File: config.mk
export PLATFORM = sky130hd
export DESIGN_NAME = ldpd_top
export DESIGN_NICKNAME = d
export VERILOG_FILES = /design/src/hdl/ldpd_pkg.sv /design/src/hdl/ldpd_top.sv
export SDC_FILE = /design/constraint.sdc
export NUM_CORES = 1
export LEC_CHECK = 0
export ABC_CLOCK_PERIOD_IN_PS = 3400
export BUFFER_PORTS_ARGS = -buffer_cell sky130_fd_sc_hd__buf_2
export CAP_MARGIN = 20
export CORE_MARGIN = 10
export CORE_UTILIZATION = 25
export CTS_CLUSTER_DIAMETER = 60
export DETAILED_ROUTE_END_ITERATION = 12
export GPL_TIMING_DRIVEN = 0
export SETUP_SLACK_MARGIN = 0.1
export SLEW_MARGIN = 0
export SYNTH_ARGS = -nofsm -noshare
export SYNTH_HDL_FRONTEND = slang
export SYNTH_SLANG_ARGS = --single-unit
File: constraint.sdc
create_clock -name clk_sys_i -period 3.4 [get_ports clk_sys_i]
set_input_delay 0.34 -clock clk_sys_i [delete_from_list [all_inputs] [get_ports clk_sys_i]]
set_output_delay 0.34 -clock clk_sys_i [all_outputs]
set_load 0.005 [all_outputs]
File: src/hdl/ldpd_pkg.sv
// Constants for the lock detect and pin drive block
package ldpd_pkg;
   // Register offsets
   localparam logic [7:0] LDPD_OFS_CP_HIGH_MONITOR = 8'h1f;
   localparam logic [7:0] LDPD_OFS_LOCK_PASS_FILTER = 8'h21;
   localparam logic [7:0] LDPD_OFS_LOCK_ERROR_AND_WINDOW = 8'h22;
   localparam logic [7:0] LDPD_OFS_TRIGGER1_PIN_CONFIG = 8'h24;
   localparam logic [7:0] LDPD_OFS_TRIGGER2_PIN_CONFIG = 8'h25;
   localparam logic [7:0] LDPD_OFS_MODULATION_PIN_CONFIG = 8'h26;
   localparam logic [7:0] LDPD_OFS_MUX_OUTPUT_PIN_CONFIG = 8'h27;
   localparam logic [7:0] LDPD_OFS_IRQ_STATUS = 8'h28;
   localparam logic [7:0] LDPD_OFS_IRQ_CLEAR = 8'h29;
   localparam logic [7:0] LDPD_OFS_IRQ_ENABLE = 8'h2a;
   // Field positions
   localparam int LDPD_HTHR_LSB = 0;
   localparam int LDPD_HTHR_MSB = 5;
   localparam int LDPD_HFLAG_BIT = 6;
   localparam int LDPD_ERRC_LSB = 0;
   localparam int LDPD_ERRC_MSB = 4;
   localparam int LDPD_WIN_LSB = 5;
   localparam int LDPD_WIN_MSB = 7;
   localparam int LDPD_DRV_LSB = 0;
   localparam int LDPD_DRV_MSB = 2;
   // Reset values
   localparam logic [5:0] LDPD_HTHR_RST = 6'h32;
   localparam logic [7:0] LDPD_PASS_RST = 8'hff;
   localparam logic [4:0] LDPD_ERRC_RST = 5'h00;
   localparam logic [2:0] LDPD_WIN_RST = 3'h0;
   localparam logic [2:0] LDPD_DRV_RST = 3'h0;
   // Interrupt status bits
   localparam int LDPD_IRQ_LOCK_GAIN = 0;
   localparam int LDPD_IRQ_LOCK_LOSS = 1;
   localparam int LDPD_IRQ_CP_HIGH = 2;
   localparam int LDPD_IRQ_N = 3;
   // Edge windows in ps and the phase error resolution in ps
   localparam int LDPD_PHASE_LSB_PS = 100;
   localparam int LDPD_WIN0_PS = 1000;
   localparam int LDPD_WIN1_PS = 1700;
   localparam int LDPD_WIN2_PS = 3000;
   localparam int LDPD_WIN3_PS = 6000;
   localparam int LDPD_WIN4_PS = 10000;
   localparam int LDPD_WIN5_PS = 18000;
   localparam logic [7:0] LDPD_WIN0_CNT = 8'(LDPD_WIN0_PS / LDPD_PHASE_LSB_PS);
   localparam logic [7:0] LDPD_WIN1_CNT = 8'(LDPD_WIN1_PS / LDPD_PHASE_LSB_PS);
   localparam logic [7:0] LDPD_WIN2_CNT = 8'(LDPD_WIN2_PS / LDPD_PHASE_LSB_PS);
   localparam logic [7:0] LDPD_WIN3_CNT = 8'(LDPD_WIN3_PS / LDPD_PHASE_LSB_PS);
   localparam logic [7:0] LDPD_WIN4_CNT = 8'(LDPD_WIN4_PS / LDPD_PHASE_LSB_PS);
   localparam logic [7:0] LDPD_WIN5_CNT = 8'(LDPD_WIN5_PS / LDPD_PHASE_LSB_PS);
   // Window select codes
   localparam logic [2:0] LDPD_WIN_1NS = 3'h0;
   localparam logic [2:0] LDPD_WIN_1P7NS = 3'h1;
   localparam logic [2:0] LDPD_WIN_3NS = 3'h2;
   localparam logic [2:0] LDPD_WIN_6NS = 3'h3;
   localparam logic [2:0] LDPD_WIN_10NS = 3'h4;
   localparam logic [2:0] LDPD_WIN_18NS = 3'h5;
   // Pin drive codes
   typedef enum logic [2:0] {
      LDPD_DRV_TRISTATE = 3'h0,
      LDPD_DRV_OPEN_DRAIN = 3'h1,
      LDPD_DRV_PUSH_PULL = 3'h2,
      LDPD_DRV_RESERVED = 3'h3,
      LDPD_DRV_GROUND = 3'h4,
      LDPD_DRV_INV_OPEN_DRAIN = 3'h5,
      LDPD_DRV_INV_PUSH_PULL = 3'h6,
      LDPD_DRV_INPUT = 3'h7
   } ldpd_drive_t;
   localparam int LDPD_PIN_N = 4;
   localparam logic [7:0] LDPD_CNT_MAX = 8'hff;
endpackage

File: src/hdl/ldpd_top.sv
// Lock detector, charge pump flag, pin drive and register file
//
// Contract
// - Read-only flag is 1 while charge pump is above high threshold.
// - Eight-bit pass count, reset 0xff, good edges needed to lock (code locks on good edge pass count + 1).
// - Smaller pass count declares lock after fewer good edges.
// - Five-bit error count, reset 0, errors tolerated before unlock.
// - Edge pair inside window is good, farther apart is an error.
// - Window select, reset 0: 1,1.7,3,6,10,18 ns; 6,7 reserved.
// - Four pins each have 3-bit drive field, reset 0 tristate.
// - Codes: tristate, OD, push-pull, rsvd, ground, inv OD, inv PP, in.
// - Combined lock only with digital lock and charge pump in range.
// - Combined lock low while charge pump below low threshold.
//
// Our own choice: the strobed register port.
`timescale 1ns/10ps
module ldpd_top
   import ldpd_pkg::*;
(
   // Clock and reset
   input wire logic clk_sys_i,
   input wire logic rst_b_i,
   // Register port
   input wire logic [7:0] addr_i,
   input wire logic [7:0] wdata_i,
   input wire logic wr_i,
   input wire logic rd_i,
   output logic [7:0] rdata_o,
   // Phase detector comparison
   input wire logic cmp_valid_i,
   input wire logic [7:0] phase_err_i,
   // Charge pump comparators
   input wire logic cp_above_high_i,
   input wire logic cp_above_low_i,
   output logic [5:0] cp_high_threshold_o,
   output logic cp_voltage_high_flag_o,
   // Lock indicators
   output logic digital_lock_indicator_o,
   output logic combined_lock_indicator_o,
   // Multipurpose pins
   input wire logic [3:0] pin_data_i,
   input wire logic [3:0] pin_in_i,
   output logic [3:0] pin_o,
   output logic [3:0] pin_oe_b_o,
   output logic [3:0] pin_in_o,
   // Interrupt
   output logic irq_o
);

   typedef struct packed {
      logic [5:0] high_thr;
      logic [7:0] pass_cnt;
      logic [4:0] err_lim;
      logic [2:0] win_sel;
      logic [3:0][2:0] drive;
      logic [7:0] rdata;
      logic hi_s1;
      logic hi_s2;
      logic lo_s1;
      logic lo_s2;
      logic [3:0] pin_s1;
      logic [3:0] pin_s2;
      logic [7:0] good_cnt;
      logic [4:0] err_seen;
      logic digital_lock_indicator;
      logic ld;
      logic hi_flag;
      logic [LDPD_IRQ_N-1:0] irq_stat;
      logic [LDPD_IRQ_N-1:0] irq_en;
      logic irq;
      logic [3:0] pin_out;
      logic [3:0] pin_oe_b;
   } ldpd_state_t;

   ldpd_state_t st_reg;
   ldpd_state_t st_next;
   logic [7:0] win_lim;
   logic good_edge;
   logic err_edge;
   logic [LDPD_IRQ_N-1:0] irq_evt;

   // Window limit in phase error units
   always_comb begin
      unique case (st_reg.win_sel)
         LDPD_WIN_1NS: win_lim = LDPD_WIN0_CNT;
         LDPD_WIN_1P7NS: win_lim = LDPD_WIN1_CNT;
         LDPD_WIN_3NS: win_lim = LDPD_WIN2_CNT;
         LDPD_WIN_6NS: win_lim = LDPD_WIN3_CNT;
         LDPD_WIN_10NS: win_lim = LDPD_WIN4_CNT;
         default: win_lim = LDPD_WIN5_CNT;
      endcase
   end

   // Edge classification
   assign good_edge = cmp_valid_i && (phase_err_i <= win_lim);
   assign err_edge = cmp_valid_i && (phase_err_i > win_lim);

   always_comb begin
      st_next = st_reg;
      irq_evt = '0;
      // Synchronisers
      st_next.hi_s1 = cp_above_high_i;
      st_next.hi_s2 = st_reg.hi_s1;
      st_next.lo_s1 = cp_above_low_i;
      st_next.lo_s2 = st_reg.lo_s1;
      st_next.pin_s1 = pin_in_i;
      st_next.pin_s2 = st_reg.pin_s1;
      st_next.hi_flag = st_reg.hi_s2;
      // Register writes
      if (wr_i) begin
         unique case (addr_i)
            LDPD_OFS_CP_HIGH_MONITOR:
               st_next.high_thr = wdata_i[LDPD_HTHR_MSB:LDPD_HTHR_LSB];
            LDPD_OFS_LOCK_PASS_FILTER:
               st_next.pass_cnt = wdata_i;
            LDPD_OFS_LOCK_ERROR_AND_WINDOW: begin
               st_next.err_lim = wdata_i[LDPD_ERRC_MSB:LDPD_ERRC_LSB];
               st_next.win_sel = wdata_i[LDPD_WIN_MSB:LDPD_WIN_LSB];
            end
            LDPD_OFS_TRIGGER1_PIN_CONFIG:
               st_next.drive[0] = wdata_i[LDPD_DRV_MSB:LDPD_DRV_LSB];
            LDPD_OFS_TRIGGER2_PIN_CONFIG:
               st_next.drive[1] = wdata_i[LDPD_DRV_MSB:LDPD_DRV_LSB];
            LDPD_OFS_MODULATION_PIN_CONFIG:
               st_next.drive[2] = wdata_i[LDPD_DRV_MSB:LDPD_DRV_LSB];
            LDPD_OFS_MUX_OUTPUT_PIN_CONFIG:
               st_next.drive[3] = wdata_i[LDPD_DRV_MSB:LDPD_DRV_LSB];
            LDPD_OFS_IRQ_ENABLE:
               st_next.irq_en = wdata_i[LDPD_IRQ_N-1:0];
            default: ;
         endcase
      end
      // Digital lock detector
      if (good_edge) begin
         if (st_reg.good_cnt != LDPD_CNT_MAX) begin
            st_next.good_cnt = st_reg.good_cnt + 8'h01;
         end
         if (!st_reg.digital_lock_indicator && (st_reg.good_cnt >= st_reg.pass_cnt)) begin
            st_next.digital_lock_indicator = 1'b1;
            st_next.err_seen = '0;
         end
      end else if (err_edge) begin
         if (st_reg.err_seen >= st_reg.err_lim) begin
            st_next.digital_lock_indicator = 1'b0;
            st_next.good_cnt = '0;
            st_next.err_seen = '0;
         end else begin
            st_next.err_seen = st_reg.err_seen + 5'h01;
         end
      end
      // Combined lock indicator
      st_next.ld = st_next.digital_lock_indicator && st_reg.lo_s2 && !st_reg.hi_s2;
      // Interrupt events
      irq_evt[LDPD_IRQ_LOCK_GAIN] = st_next.digital_lock_indicator && !st_reg.digital_lock_indicator;
      irq_evt[LDPD_IRQ_LOCK_LOSS] = !st_next.digital_lock_indicator && st_reg.digital_lock_indicator;
      irq_evt[LDPD_IRQ_CP_HIGH] = st_reg.hi_s2 && !st_reg.hi_flag;
      if (wr_i && (addr_i == LDPD_OFS_IRQ_CLEAR)) begin
         st_next.irq_stat = st_reg.irq_stat & ~wdata_i[LDPD_IRQ_N-1:0];
      end
      st_next.irq_stat = st_next.irq_stat | irq_evt;
      st_next.irq = |(st_next.irq_stat & st_next.irq_en);
      // Pin drivers
      for (int i = 0; i < LDPD_PIN_N; i++) begin
         unique case (ldpd_drive_t'(st_next.drive[i]))
            LDPD_DRV_OPEN_DRAIN: begin
               st_next.pin_out[i] = 1'b0;
               st_next.pin_oe_b[i] = pin_data_i[i];
            end
            LDPD_DRV_PUSH_PULL: begin
               st_next.pin_out[i] = pin_data_i[i];
               st_next.pin_oe_b[i] = 1'b0;
            end
            LDPD_DRV_GROUND: begin
               st_next.pin_out[i] = 1'b0;
               st_next.pin_oe_b[i] = 1'b0;
            end
            LDPD_DRV_INV_OPEN_DRAIN: begin
               st_next.pin_out[i] = 1'b0;
               st_next.pin_oe_b[i] = !pin_data_i[i];
            end
            LDPD_DRV_INV_PUSH_PULL: begin
               st_next.pin_out[i] = !pin_data_i[i];
               st_next.pin_oe_b[i] = 1'b0;
            end
            default: begin
               st_next.pin_out[i] = 1'b0;
               st_next.pin_oe_b[i] = 1'b1;
            end
         endcase
      end
      // Read data, one cycle after the strobe
      st_next.rdata = '0;
      if (rd_i) begin
         unique case (addr_i)
            LDPD_OFS_CP_HIGH_MONITOR: begin
               st_next.rdata[LDPD_HTHR_MSB:LDPD_HTHR_LSB] = st_reg.high_thr;
               st_next.rdata[LDPD_HFLAG_BIT] = st_reg.hi_flag;
            end
            LDPD_OFS_LOCK_PASS_FILTER:
               st_next.rdata = st_reg.pass_cnt;
            LDPD_OFS_LOCK_ERROR_AND_WINDOW: begin
               st_next.rdata[LDPD_ERRC_MSB:LDPD_ERRC_LSB] = st_reg.err_lim;
               st_next.rdata[LDPD_WIN_MSB:LDPD_WIN_LSB] = st_reg.win_sel;
            end
            LDPD_OFS_TRIGGER1_PIN_CONFIG:
               st_next.rdata[LDPD_DRV_MSB:LDPD_DRV_LSB] = st_reg.drive[0];
            LDPD_OFS_TRIGGER2_PIN_CONFIG:
               st_next.rdata[LDPD_DRV_MSB:LDPD_DRV_LSB] = st_reg.drive[1];
            LDPD_OFS_MODULATION_PIN_CONFIG:
               st_next.rdata[LDPD_DRV_MSB:LDPD_DRV_LSB] = st_reg.drive[2];
            LDPD_OFS_MUX_OUTPUT_PIN_CONFIG:
               st_next.rdata[LDPD_DRV_MSB:LDPD_DRV_LSB] = st_reg.drive[3];
            LDPD_OFS_IRQ_STATUS:
               st_next.rdata[LDPD_IRQ_N-1:0] = st_reg.irq_stat;
            LDPD_OFS_IRQ_ENABLE:
               st_next.rdata[LDPD_IRQ_N-1:0] = st_reg.irq_en;
            default: ;
         endcase
      end
   end

   always_ff @(posedge clk_sys_i or negedge rst_b_i) begin
      if (!rst_b_i) begin
         st_reg <= '0;
         st_reg.high_thr <= LDPD_HTHR_RST;
         st_reg.pass_cnt <= LDPD_PASS_RST;
         st_reg.err_lim <= LDPD_ERRC_RST;
         st_reg.win_sel <= LDPD_WIN_RST;
         st_reg.drive <= {LDPD_PIN_N{LDPD_DRV_RST}};
         st_reg.pin_oe_b <= 4'hf;
      end else begin
         st_reg <= st_next;
      end
   end

   // Outputs
   assign rdata_o = st_reg.rdata;
   assign cp_high_threshold_o = st_reg.high_thr;
   assign cp_voltage_high_flag_o = st_reg.hi_flag;
   assign digital_lock_indicator_o = st_reg.digital_lock_indicator;
   assign combined_lock_indicator_o = st_reg.ld;
   assign pin_o = st_reg.pin_out;
   assign pin_oe_b_o = st_reg.pin_oe_b;
   assign pin_in_o = st_reg.pin_s2;
   assign irq_o = st_reg.irq;
endmodule

======== Yosys cells after proc, flatten, opt, wreduce, memory -nomap -nowiden ========
Cells that the tools add are included.
storage, ports and cells
  bits of input ports ..................... 39
  logic and storage cells ................. 130
  register bits ........................... 85
  output and inout bits ................... 30
cells by class
  order comparisons ....................... 4
  multiplexer cells ....................... 28
  $add $sub $neg .......................... 2
  reductions and logical operators ........ 30
  bitwise gates (word level) .............. 4
  equality and inequality tests ........... 37
operators with widths
  operator                                              number
  equality test 8 x 6 -> 1 bit (second input constant)  9
  case mux 8 bit (5 select lines)                       1
  equality test 3 bit (second input constant)           13
  2-to-1 mux 14 bit                                     2
  case mux 3 bit (9 select lines)                       1
  2-to-1 mux 8 bit                                      3
  2-to-1 mux 3 bit                                      7
  equality test 3 x 2 -> 1 bit (second input constant)  6
  equality test 3 x 1 -> 1 bit (second input constant)  5
  OR reduction 3 bit                                    5
  2-to-1 mux 12 bit                                     1
  case mux 1 bit (3 select lines)                       4
  case mux 4 bit (3 select lines)                       1
  case mux 1 bit (2 select lines)                       5
  logical AND 1 bit                                     9
  adder 8 x 1 -> 8 bit (second input constant)          1
  equality test 8 x 5 -> 1 bit (second input constant)  1
  >= comparator 8 bit                                   1
  greater-than comparator 8 bit                         1
  less-or-equal comparator 8 bit                        1
  logical NOT 1 bit                                     8
  inequality test 8 bit (second input constant)         1
  AND reduction 2 bit                                   4
  bitwise AND 3 bit                                     2
  other kinds (11)                                      13

======== Logic depth before layout (Yosys ltp) ========
Gate-level depths: netlist (run 1).
  word-level depth ........................ 11
  mapped depth ............................ 10
  mapped depth without buffers ............ 9

======== Least setup slack after synthesis (run 1) ========
No wires, ideal clock.
  path type ............................... flip-flop to flip-flop
  from .................................... reg st_reg[63] (netlist bit)
  to ...................................... reg st_reg[28] (netlist bit)
  arrival ................................. 2.380 ns
  setup slack ............................. 0.943 ns
  buffers on the path ..................... 0
  stages on the path, launching flop included .. 9
  library setup time ...................... 0.077 ns
  period minus slack after synthesis ...... 2.457 ns
  data required time ...................... 3.323 ns
  cell sequence ........................... dfrtp_1 or2_2 ha_1 nor2b_1 o211ai_1 nand3_1 a21oi_1 or4b_1 a21oi_1
between the ends
  longest elaborated chain between the ends .. 6
  elaborated cells on any way between the ends .. 15
  classes of those cells .................. order compare: 2; eq/ne: 5; mux: 2; reduce/logical: 6
RTL lines
  item                                                                             RTL line                        RTL
  from (decl)                                                                      ldpd_top.sv:75                  ldpd_state_t st_reg;
  from (signal assigned)                                                           ldpd_top.sv:232                 st_reg <= st_next;
  equality test 3 bit (tied with other cells)                                      ldpd_top.sv:84                  unique case (st_reg.win_sel)
  case mux 8 bit (5 select lines) *                                                ldpd_top.sv:84
  less-or-equal comparator 8 bit or greater-than comparator 8 bit (tied branches)  ldpd_top.sv:95, ldpd_top.sv:96
  logical AND 1 bit (on tied branches)                                             ldpd_top.sv:95, ldpd_top.sv:96
  inequality test 2 x 1 -> 1 bit (no line) or nonzero test 2 bit (tied branches)   -
  AND reduction 3 bit (no line)                                                    -
Mark *: on every way between the ends. The rest lies on a longest branch, timed or not.
A chain may end at the register's enable or synchronous reset.

======== Worst setup path after layout (run 1) ========
  from .................................... reg st_reg[64] (netlist bit)
  to ...................................... reg st_reg[28] (netlist bit)
Same word-level chain as after synthesis.

==> impl_metrics.py, run 1 <==
metrics = {
    "status": {
        "status": "complete, no violations",
    },
    "finish": {
        "largest_reg_flops": 48,
        "num-fill-cells": 1843,
        "n_antenna_cell": 0,
        "syn_to_final_growth_pct": 20.8,
        "final_layout_size_suffix_gt1_frac": 0.343,
        "nets": 558,
    },
    "worst_setup_path": {
        "worstSetupStartpointType": "flip-flop",
        "crit_start": "st_reg[64]$_DFFE_PN0P_",
        "criticalPathCategory": "reg -> reg",
        "end_kind": "flip-flop",
        "r2r_cells": 9,
        "crit_required_ns": 3.66,
        "crit_arrival_ns": 3.09,
        "endpoint": "st_reg[28]$_DFFE_PN0P_",
        "critPathMaxFanout": 9,
        "r2r-end": "st_reg[28]$_DFFE_PN0P_",
        "r2r_start": "st_reg[64]$_DFFE_PN0P_",
        "ff2ff_setup_slack_ns": 0.57,
    },
    "sta": {
        "clock_skew_ns": 0.00686,
        "fin_tns_setup_ns": 0,
        "finalCritPeriodShare": 0.833,
        "slew_headroom": 0.306,
        "fmax_mhz": 353,
        "rsz0062_at_grt": "false",
        "hold_viol": 0,
        "setup_viol": 0,
        "finalMaxSlewViolations": 0,
        "min_period_ns": 2.83,
        "tightest_slew_ns": 1.03,
    },
    "placed_design": {
        "routabilityCongestion": 0.862,
        "portBuffers": 67,
        "dpl.hpwl_mm": 9.01,
    },
    "clock_network": {
        "clk_pin_slew_ns": 0.06,
        "cts-root-buf": "clkbuf_16",
        "post-cts-setup-buffer-count": 0,
        "cts_buffers": 9,
        "clock_sinks": 85,
        "tritoncts": "done",
        "clkLatencyLatePin_ns": 0.34,
        "h-tree-depth": 3,
        "cts_buffer_depth": 2,
    },
    "synthesis": {
        "netlist-cell-type-count": 57,
        "synth_cells": 416,
        "synth_area_leader_cell": "dfrtp_1",
        "yosys.area.top_type_share": 0.380,
        "yosysMostFrequentCell": "dfrtp_1",
        "ys.warnings.count": 0,
        "async_flop_share": 1.00,
        "synth_area_sq_um": 4610,
        "avgSynthCellArea_sq_um": 11.1,
        "synthTopCellsByArea": "dfrtp_1 38%, dfstp_2 8.6%, mux2_2 7.6%, ha_1 6.2%, buf_4 4.2%",
        "ys_ff_latch": 85,
        "synth_enable_flop_cells": 0,
        "synth_nets": 478,
        "synthFlopType": "dfrtp_1",
        "yosys-top-cells-count": "70 x dfrtp_1, 32 x inv_1, 31 x mux2_2",
        "ys_seq_area_frac": 0.466,
    },
    "drt": {
        "ant_nets": 0,
        "dr.pass1.iters": 5,
        "vias": 3454,
        "drt_iter0_drc": 205,
        "wl_per_cell_um": 15.8,
        "routed_wirelength_mm": 11.6,
        "vias_per_cell": 4.73,
        "route.detailed.drc": 0,
    },
    "floorplan": {
        "dieArea_sq_um": 24300,
        "dieHeight_um": 156,
        "initial_core_util": 0.256,
        "num_rows": 49,
        "core_sq_um": 18000,
        "die_w_um": 156,
        "pin_count": 69,
    },
    "global_routing": {
        "grt.total_usage": 0.0951,
        "grt_start_max_net_pins": 59,
        "grt_pass1_wl_mm": 18.7,
        "overflow": 0,
        "antenna_found_initial": 1,
        "grt_pass1_vias": 3599,
    },
    "pwr": {
        "seq_power_share": 0.458,
        "powerDensity_nw_per_um2": 447,
        "intPower_mw": 1.84,
        "netSwitchingFraction": 0.261,
        "p_leak_nw": 2.73,
        "pwr-share-clk": 0.390,
        "ir_drop_mv": 0.216,
        "p_sw_mw": 0.650,
        "total_power_mw": 2.49,
        "combPwrFrac": 0.152,
    },
    "hold_path": {
        "hold_class": "in -> reg",
        "min_path_cells": 1,
    },
    "run": {
        "cap_viol_max_count": 0,
    },
}
==> logic make-up after synthesis <==
group                      share of synthesized area
AOI/OAI and AO/OA                              0.117
muxes                                          0.130
buffers and inverters                         0.0752
and+or+nand+nor                                0.140
xor gates and xnor gates                     0.00951
DFF                                            0.466
adders and majority gates                     0.0625
==> area by class of cell <==
cell class / instances / area [sq um] / share of cell area
clock buffers: 12 / 246 / 0.0443
repair buffers: 69 / 375 / 0.0674
multi-input cells: 265 / 2120 / 0.381
inverters: 32 / 120 / 0.0216
plain buffers: 34 / 226 / 0.0407
flip-flops and latches: 85 / 2150 / 0.385
clock inverters: 4 / 47.5 / 0.00854
well taps: 229 / 287 / 0.0515
==> what timing repair did <==
| item | in CTS | in global routing |
|---|---|---|
| hold buffers | 1 | 0 |
| endpoints found under the hold margin | 23 | 0 |
| gates resized for setup | 0 | 1 |
| setup endpoints to repair | 0 | 1 |
==> per-stage QoR <==
step | setup WS [ns] | utilization | instances | instance area [sq um] | hold WS [ns]
after global placement | 0.594 | 0.290 | 712 | 5230 | 0.331
final | 0.569 | 0.309 | 730 | 5570 | 0.105
after floorplan | 0.943 | - | 416 | 4610 | 0.0444
after CTS | 0.388 | 0.309 | 730 | 5560 | 0.0903
after detailed placement | 0.394 | 0.292 | 713 | 5260 | 0.298
after global routing | 0.294 | 0.309 | 730 | 5570 | 0.0915
==> critical path, cell delays in order, from the launching register on <==
cell and delay [ns]:
dfrtp_1 0.45, nor2_1 0.18, nand2_1 0.08, ha_1 0.30, o21a_1 0.18, a21oi_1 0.21
nand3_1 0.24, a21oi_2 0.44, or4b_1 0.50, a21oi_1 0.17
==> placed cells by master (no fill, tap or decap), types with 9 or more instances in the layout <==
master      n
a21oi_1    18
buf_2      67
buf_4      27
clkbuf_16   9
dfrtp_1    70
dfstp_2    15
ha_1       23
inv_1      32
mux2_2     31
mux2i_1    18
nand2_1    22
nand3_1    10
nor2_1     19
o21ai_0    10
==> how the worst min path moves through the flow <==
stage	startpoint	endpoint	slack, ns
5_1_grt	pin_in_i[0]	st_next[31]$_DFF_PN0_	0.09
3_3_place_gp	st_next[33]$_DFF_PN0_	pin_in_o[2]$_DFF_PN0_	0.33
4_1_cts	cp_above_high_i	st_next[41]$_DFF_PN0_	0.09
2_1_floorplan	rst_b_i	combined_lock_indicator_o$_DFF_PN0_	0.04
6_report	cp_above_high_i	st_next[41]$_DFF_PN0_	0.10
3_5_place_dp	rst_b_i	pin_in_o[3]$_DFF_PN0_	0.30
==> layer usage <==
layer	GRT usage	vias to the layer above	wire length, um
met1	0.119	1693	5220
met5	0	-	8
li1	-	1643	-
met3	0.0301	14	814
met4	0.0432	2	178
met2	0.147	102	5340
==> power groups by stage <==
stage                     Sequential, mW  Clock, mW  Combinational (mW)
after floorplan                     1.14          0               0.232
after global placement              1.15          0               0.361
after detailed placement            1.16          0               0.378
after CTS                           1.14       1.00               0.382
after global routing                1.15       1.04               0.430
final                               1.14      0.972               0.377
Note: power is estimated with default switching activity, not from simulation.
==> run 2: changes to the inputs <==
--- a/config.mk
+++ b/config.mk
@@ -5,7 +5,7 @@
 export SDC_FILE = /design/constraint.sdc
 export NUM_CORES = 1
 export LEC_CHECK = 0
-export ABC_CLOCK_PERIOD_IN_PS = 3400
+export ABC_CLOCK_PERIOD_IN_PS = 2950
 export BUFFER_PORTS_ARGS = -buffer_cell sky130_fd_sc_hd__buf_2
 export CAP_MARGIN = 20
 export CORE_MARGIN = 10
==> constraint.sdc (replaced) <==
create_clock -name clk_sys_i -period 2.95 [get_ports clk_sys_i]
set_input_delay 0.295 -clock clk_sys_i [delete_from_list [all_inputs] [get_ports clk_sys_i]]
set_output_delay 0.295 -clock clk_sys_i [all_outputs]
set_load 0.005 [all_outputs]
==> run 2 against run 1 <==
Clock skew barely moved. Sequential share of layout area fell by 0.16 points. Final area rose by 0.43%. Global-route usage barely moved. Die area did not move. Highest routed layer unchanged.
==> impl_metrics.py, run 2 (synthesis results as in run 1) <==
metrics = {
    "status": {
        "status": "complete, no violations",
    },
    "pwr": {
        "seq_power_share": 0.457,
        "pwr-share-clk": 0.391,
        "p_leak_nw": 2.74,
        "combPwrFrac": 0.153,
        "intPower_mw": 2.12,
        "netSwitchingFraction": 0.263,
        "ir_drop_mv": 0.252,
        "p_sw_mw": 0.757,
        "powerDensity_nw_per_um2": 515,
    },
    "finish": {
        "largest_reg_flops": 48,
        "final_cells": 731,
        "final_layout_size_suffix_gt1_frac": 0.349,
        "syn_to_final_growth_pct": 21.3,
        "n_antenna_cell": 0,
        "nets": 559,
        "num-fill-cells": 1844,
        "final_cell_mix": "70 x dfrtp_1, 67 x buf_2, 32 x inv_1",
        "layout_commonest_cell": "dfrtp_1",
    },
    "drt": {
        "dr.pass1.iters": 5,
        "drt_iter0_drc": 215,
        "wl_per_cell_um": 15.9,
        "routed_wirelength_mm": 11.6,
        "ant_nets": 0,
        "vias_per_cell": 4.69,
        "route.detailed.drc": 0,
        "vias": 3432,
    },
    "global_routing": {
        "grt.total_usage": 0.0953,
        "grtUsageMet3": 0.0301,
        "grt.met2_usage": 0.147,
        "grt_start_max_net_pins": 59,
        "grt_pass1_wl_mm": 18.7,
        "antenna_found_initial": 1,
        "grt_pass1_vias": 3593,
        "overflow": 0,
        "gr-max-usage-layer": "met2",
        "grt_use_met1": 0.119,
    },
    "floorplan": {
        "num_rows": 49,
        "initial_core_util": 0.256,
        "pin_count": 69,
        "die_w_um": 156,
        "dieArea_sq_um": 24300,
        "dieHeight_um": 156,
        "core_sq_um": 18000,
    },
    "worst_setup_path": {
        "path_common_cell": "a21oi_1",
        "worstSetupStartpointType": "flip-flop",
        "r2r_start": "st_reg[64]$_DFFE_PN0P_",
        "crit_start": "st_reg[64]$_DFFE_PN0P_",
        "crit_required_ns": 3.21,
        "path_cells": "nor2_1 > nand2_1 > ha_1 > o21a_1 > a21oi_1 > nand3_2 > a21oi_4 > or4b_1 > a21oi_1",
        "end_kind": "flip-flop",
        "critPathMaxFanout": 7,
        "cp_top_family": "simple AND/OR/NAND/NOR gates",
        "max_stage_delay_ns": 0.47,
        "criticalPathCategory": "reg -> reg",
        "crit_arrival_ns": 2.92,
        "crit_buf_inv": 0,
        "slowest_stage": "or4b_1",
    },
    "placed_design": {
        "routabilityCongestion": 0.862,
        "portBuffers": 67,
        "dpl.cell_count": 713,
        "dpl.hpwl_mm": 9.01,
    },
    "sta": {
        "setup_viol": 0,
        "rsz0062_at_grt": "true",
        "hold_viol": 0,
        "min_period_ns": 2.66,
        "hold_ws_ns": 0.0569,
        "slew_headroom": 0.301,
        "finalMaxSlewViolations": 0,
        "tightest_slew_ns": 1.04,
        "fmax_mhz": 376,
        "clock_skew_ns": 0.00692,
        "finalCritPeriodShare": 0.902,
    },
    "clock_network": {
        "cts_buffers": 9,
        "clk_pin_slew_ns": 0.06,
        "cts_buffer_depth": 2,
        "tritoncts": "done",
        "h-tree-depth": 3,
        "clock_sinks": 85,
        "cts-root-buf": "clkbuf_16",
        "clkLatencyLatePin_ns": 0.34,
    },
    "run": {
        "cap_viol_max_count": 0,
    },
    "hold_path": {
        "hp-start": "cp_above_high_i",
        "hold_class": "in -> reg",
    },
}
## run 2: repair_timing
item,CTS,global route
pin swaps,0,1
setup endpoints to repair,1,6
gates resized for setup,1,4
hold buffers,1,0
hold endpoints to repair,23,0
setup buffers,0,1
gates cloned,0,0
## run 2: cell type report
cell class | instances | area (sq um) | share of cell area
Timing Repair Buffer | 70 | 383 | 0.0685
Multi-Input combinational cell | 265 | 2130 | 0.382
Buffer | 34 | 226 | 0.0405
Clock inverter | 4 | 47.5 | 0.00850
Inverter | 32 | 120 | 0.0215
Tap cell | 229 | 287 | 0.0513
Clock buffer | 12 | 246 | 0.0441
Sequential cell | 85 | 2150 | 0.384
## run 2: worst paths after layout
check | end | slack (ns) | cells after the start
hold reg to reg | st_next[15]$_DFF_PN0_ | 0.35 | 0
min in group asynchronous | st_reg[51]$_DFF_PN0_ | 0.42 | 2
max in group asynchronous | st_reg[72]$_DFFE_PN1P_ | 1.86 | 3
setup / recovery | st_reg[28]$_DFFE_PN0P_ | 0.29 | 9
hold / removal | st_next[41]$_DFF_PN0_ | 0.06 | 1
setup reg to reg | st_reg[28]$_DFFE_PN0P_ | 0.29 | 9
## run 2: metal layers
metal	vias up	share of wire
met1	1678	0.45
met2	91	0.46
li1	1643	-
met5	-	0.00069
met4	2	0.015
met3	18	0.069
## run 2: power by group through the flow
stage / combinational, mW / sequential [mW] / clock [mW]
6_report: 0.440 / 1.31 / 1.13
3_3_place_gp: 0.416 / 1.33 / 0
3_5_place_dp: 0.436 / 1.33 / 0
5_1_grt: 0.502 / 1.32 / 1.20
4_1_cts: 0.441 / 1.31 / 1.15
2_1_floorplan: 0.268 / 1.31 / 0
## run 2: per-stage QoR
stage | TNS, ns | cell area [sq um] | setup slack, ns | util | total power, mW
global route | 0 | 5590 | 0.0616 | 0.310 | 3.03
CTS | 0 | 5570 | 0.115 | 0.309 | 2.91
detailed placement | -0.0559 | 5260 | -0.0559 | 0.292 | 1.77
global placement | 0 | 5230 | 0.144 | 0.290 | 1.74
floorplan | 0 | 4610 | 0.493 | - | 1.58
finish | 0 | 5590 | 0.290 | 0.310 | 2.88
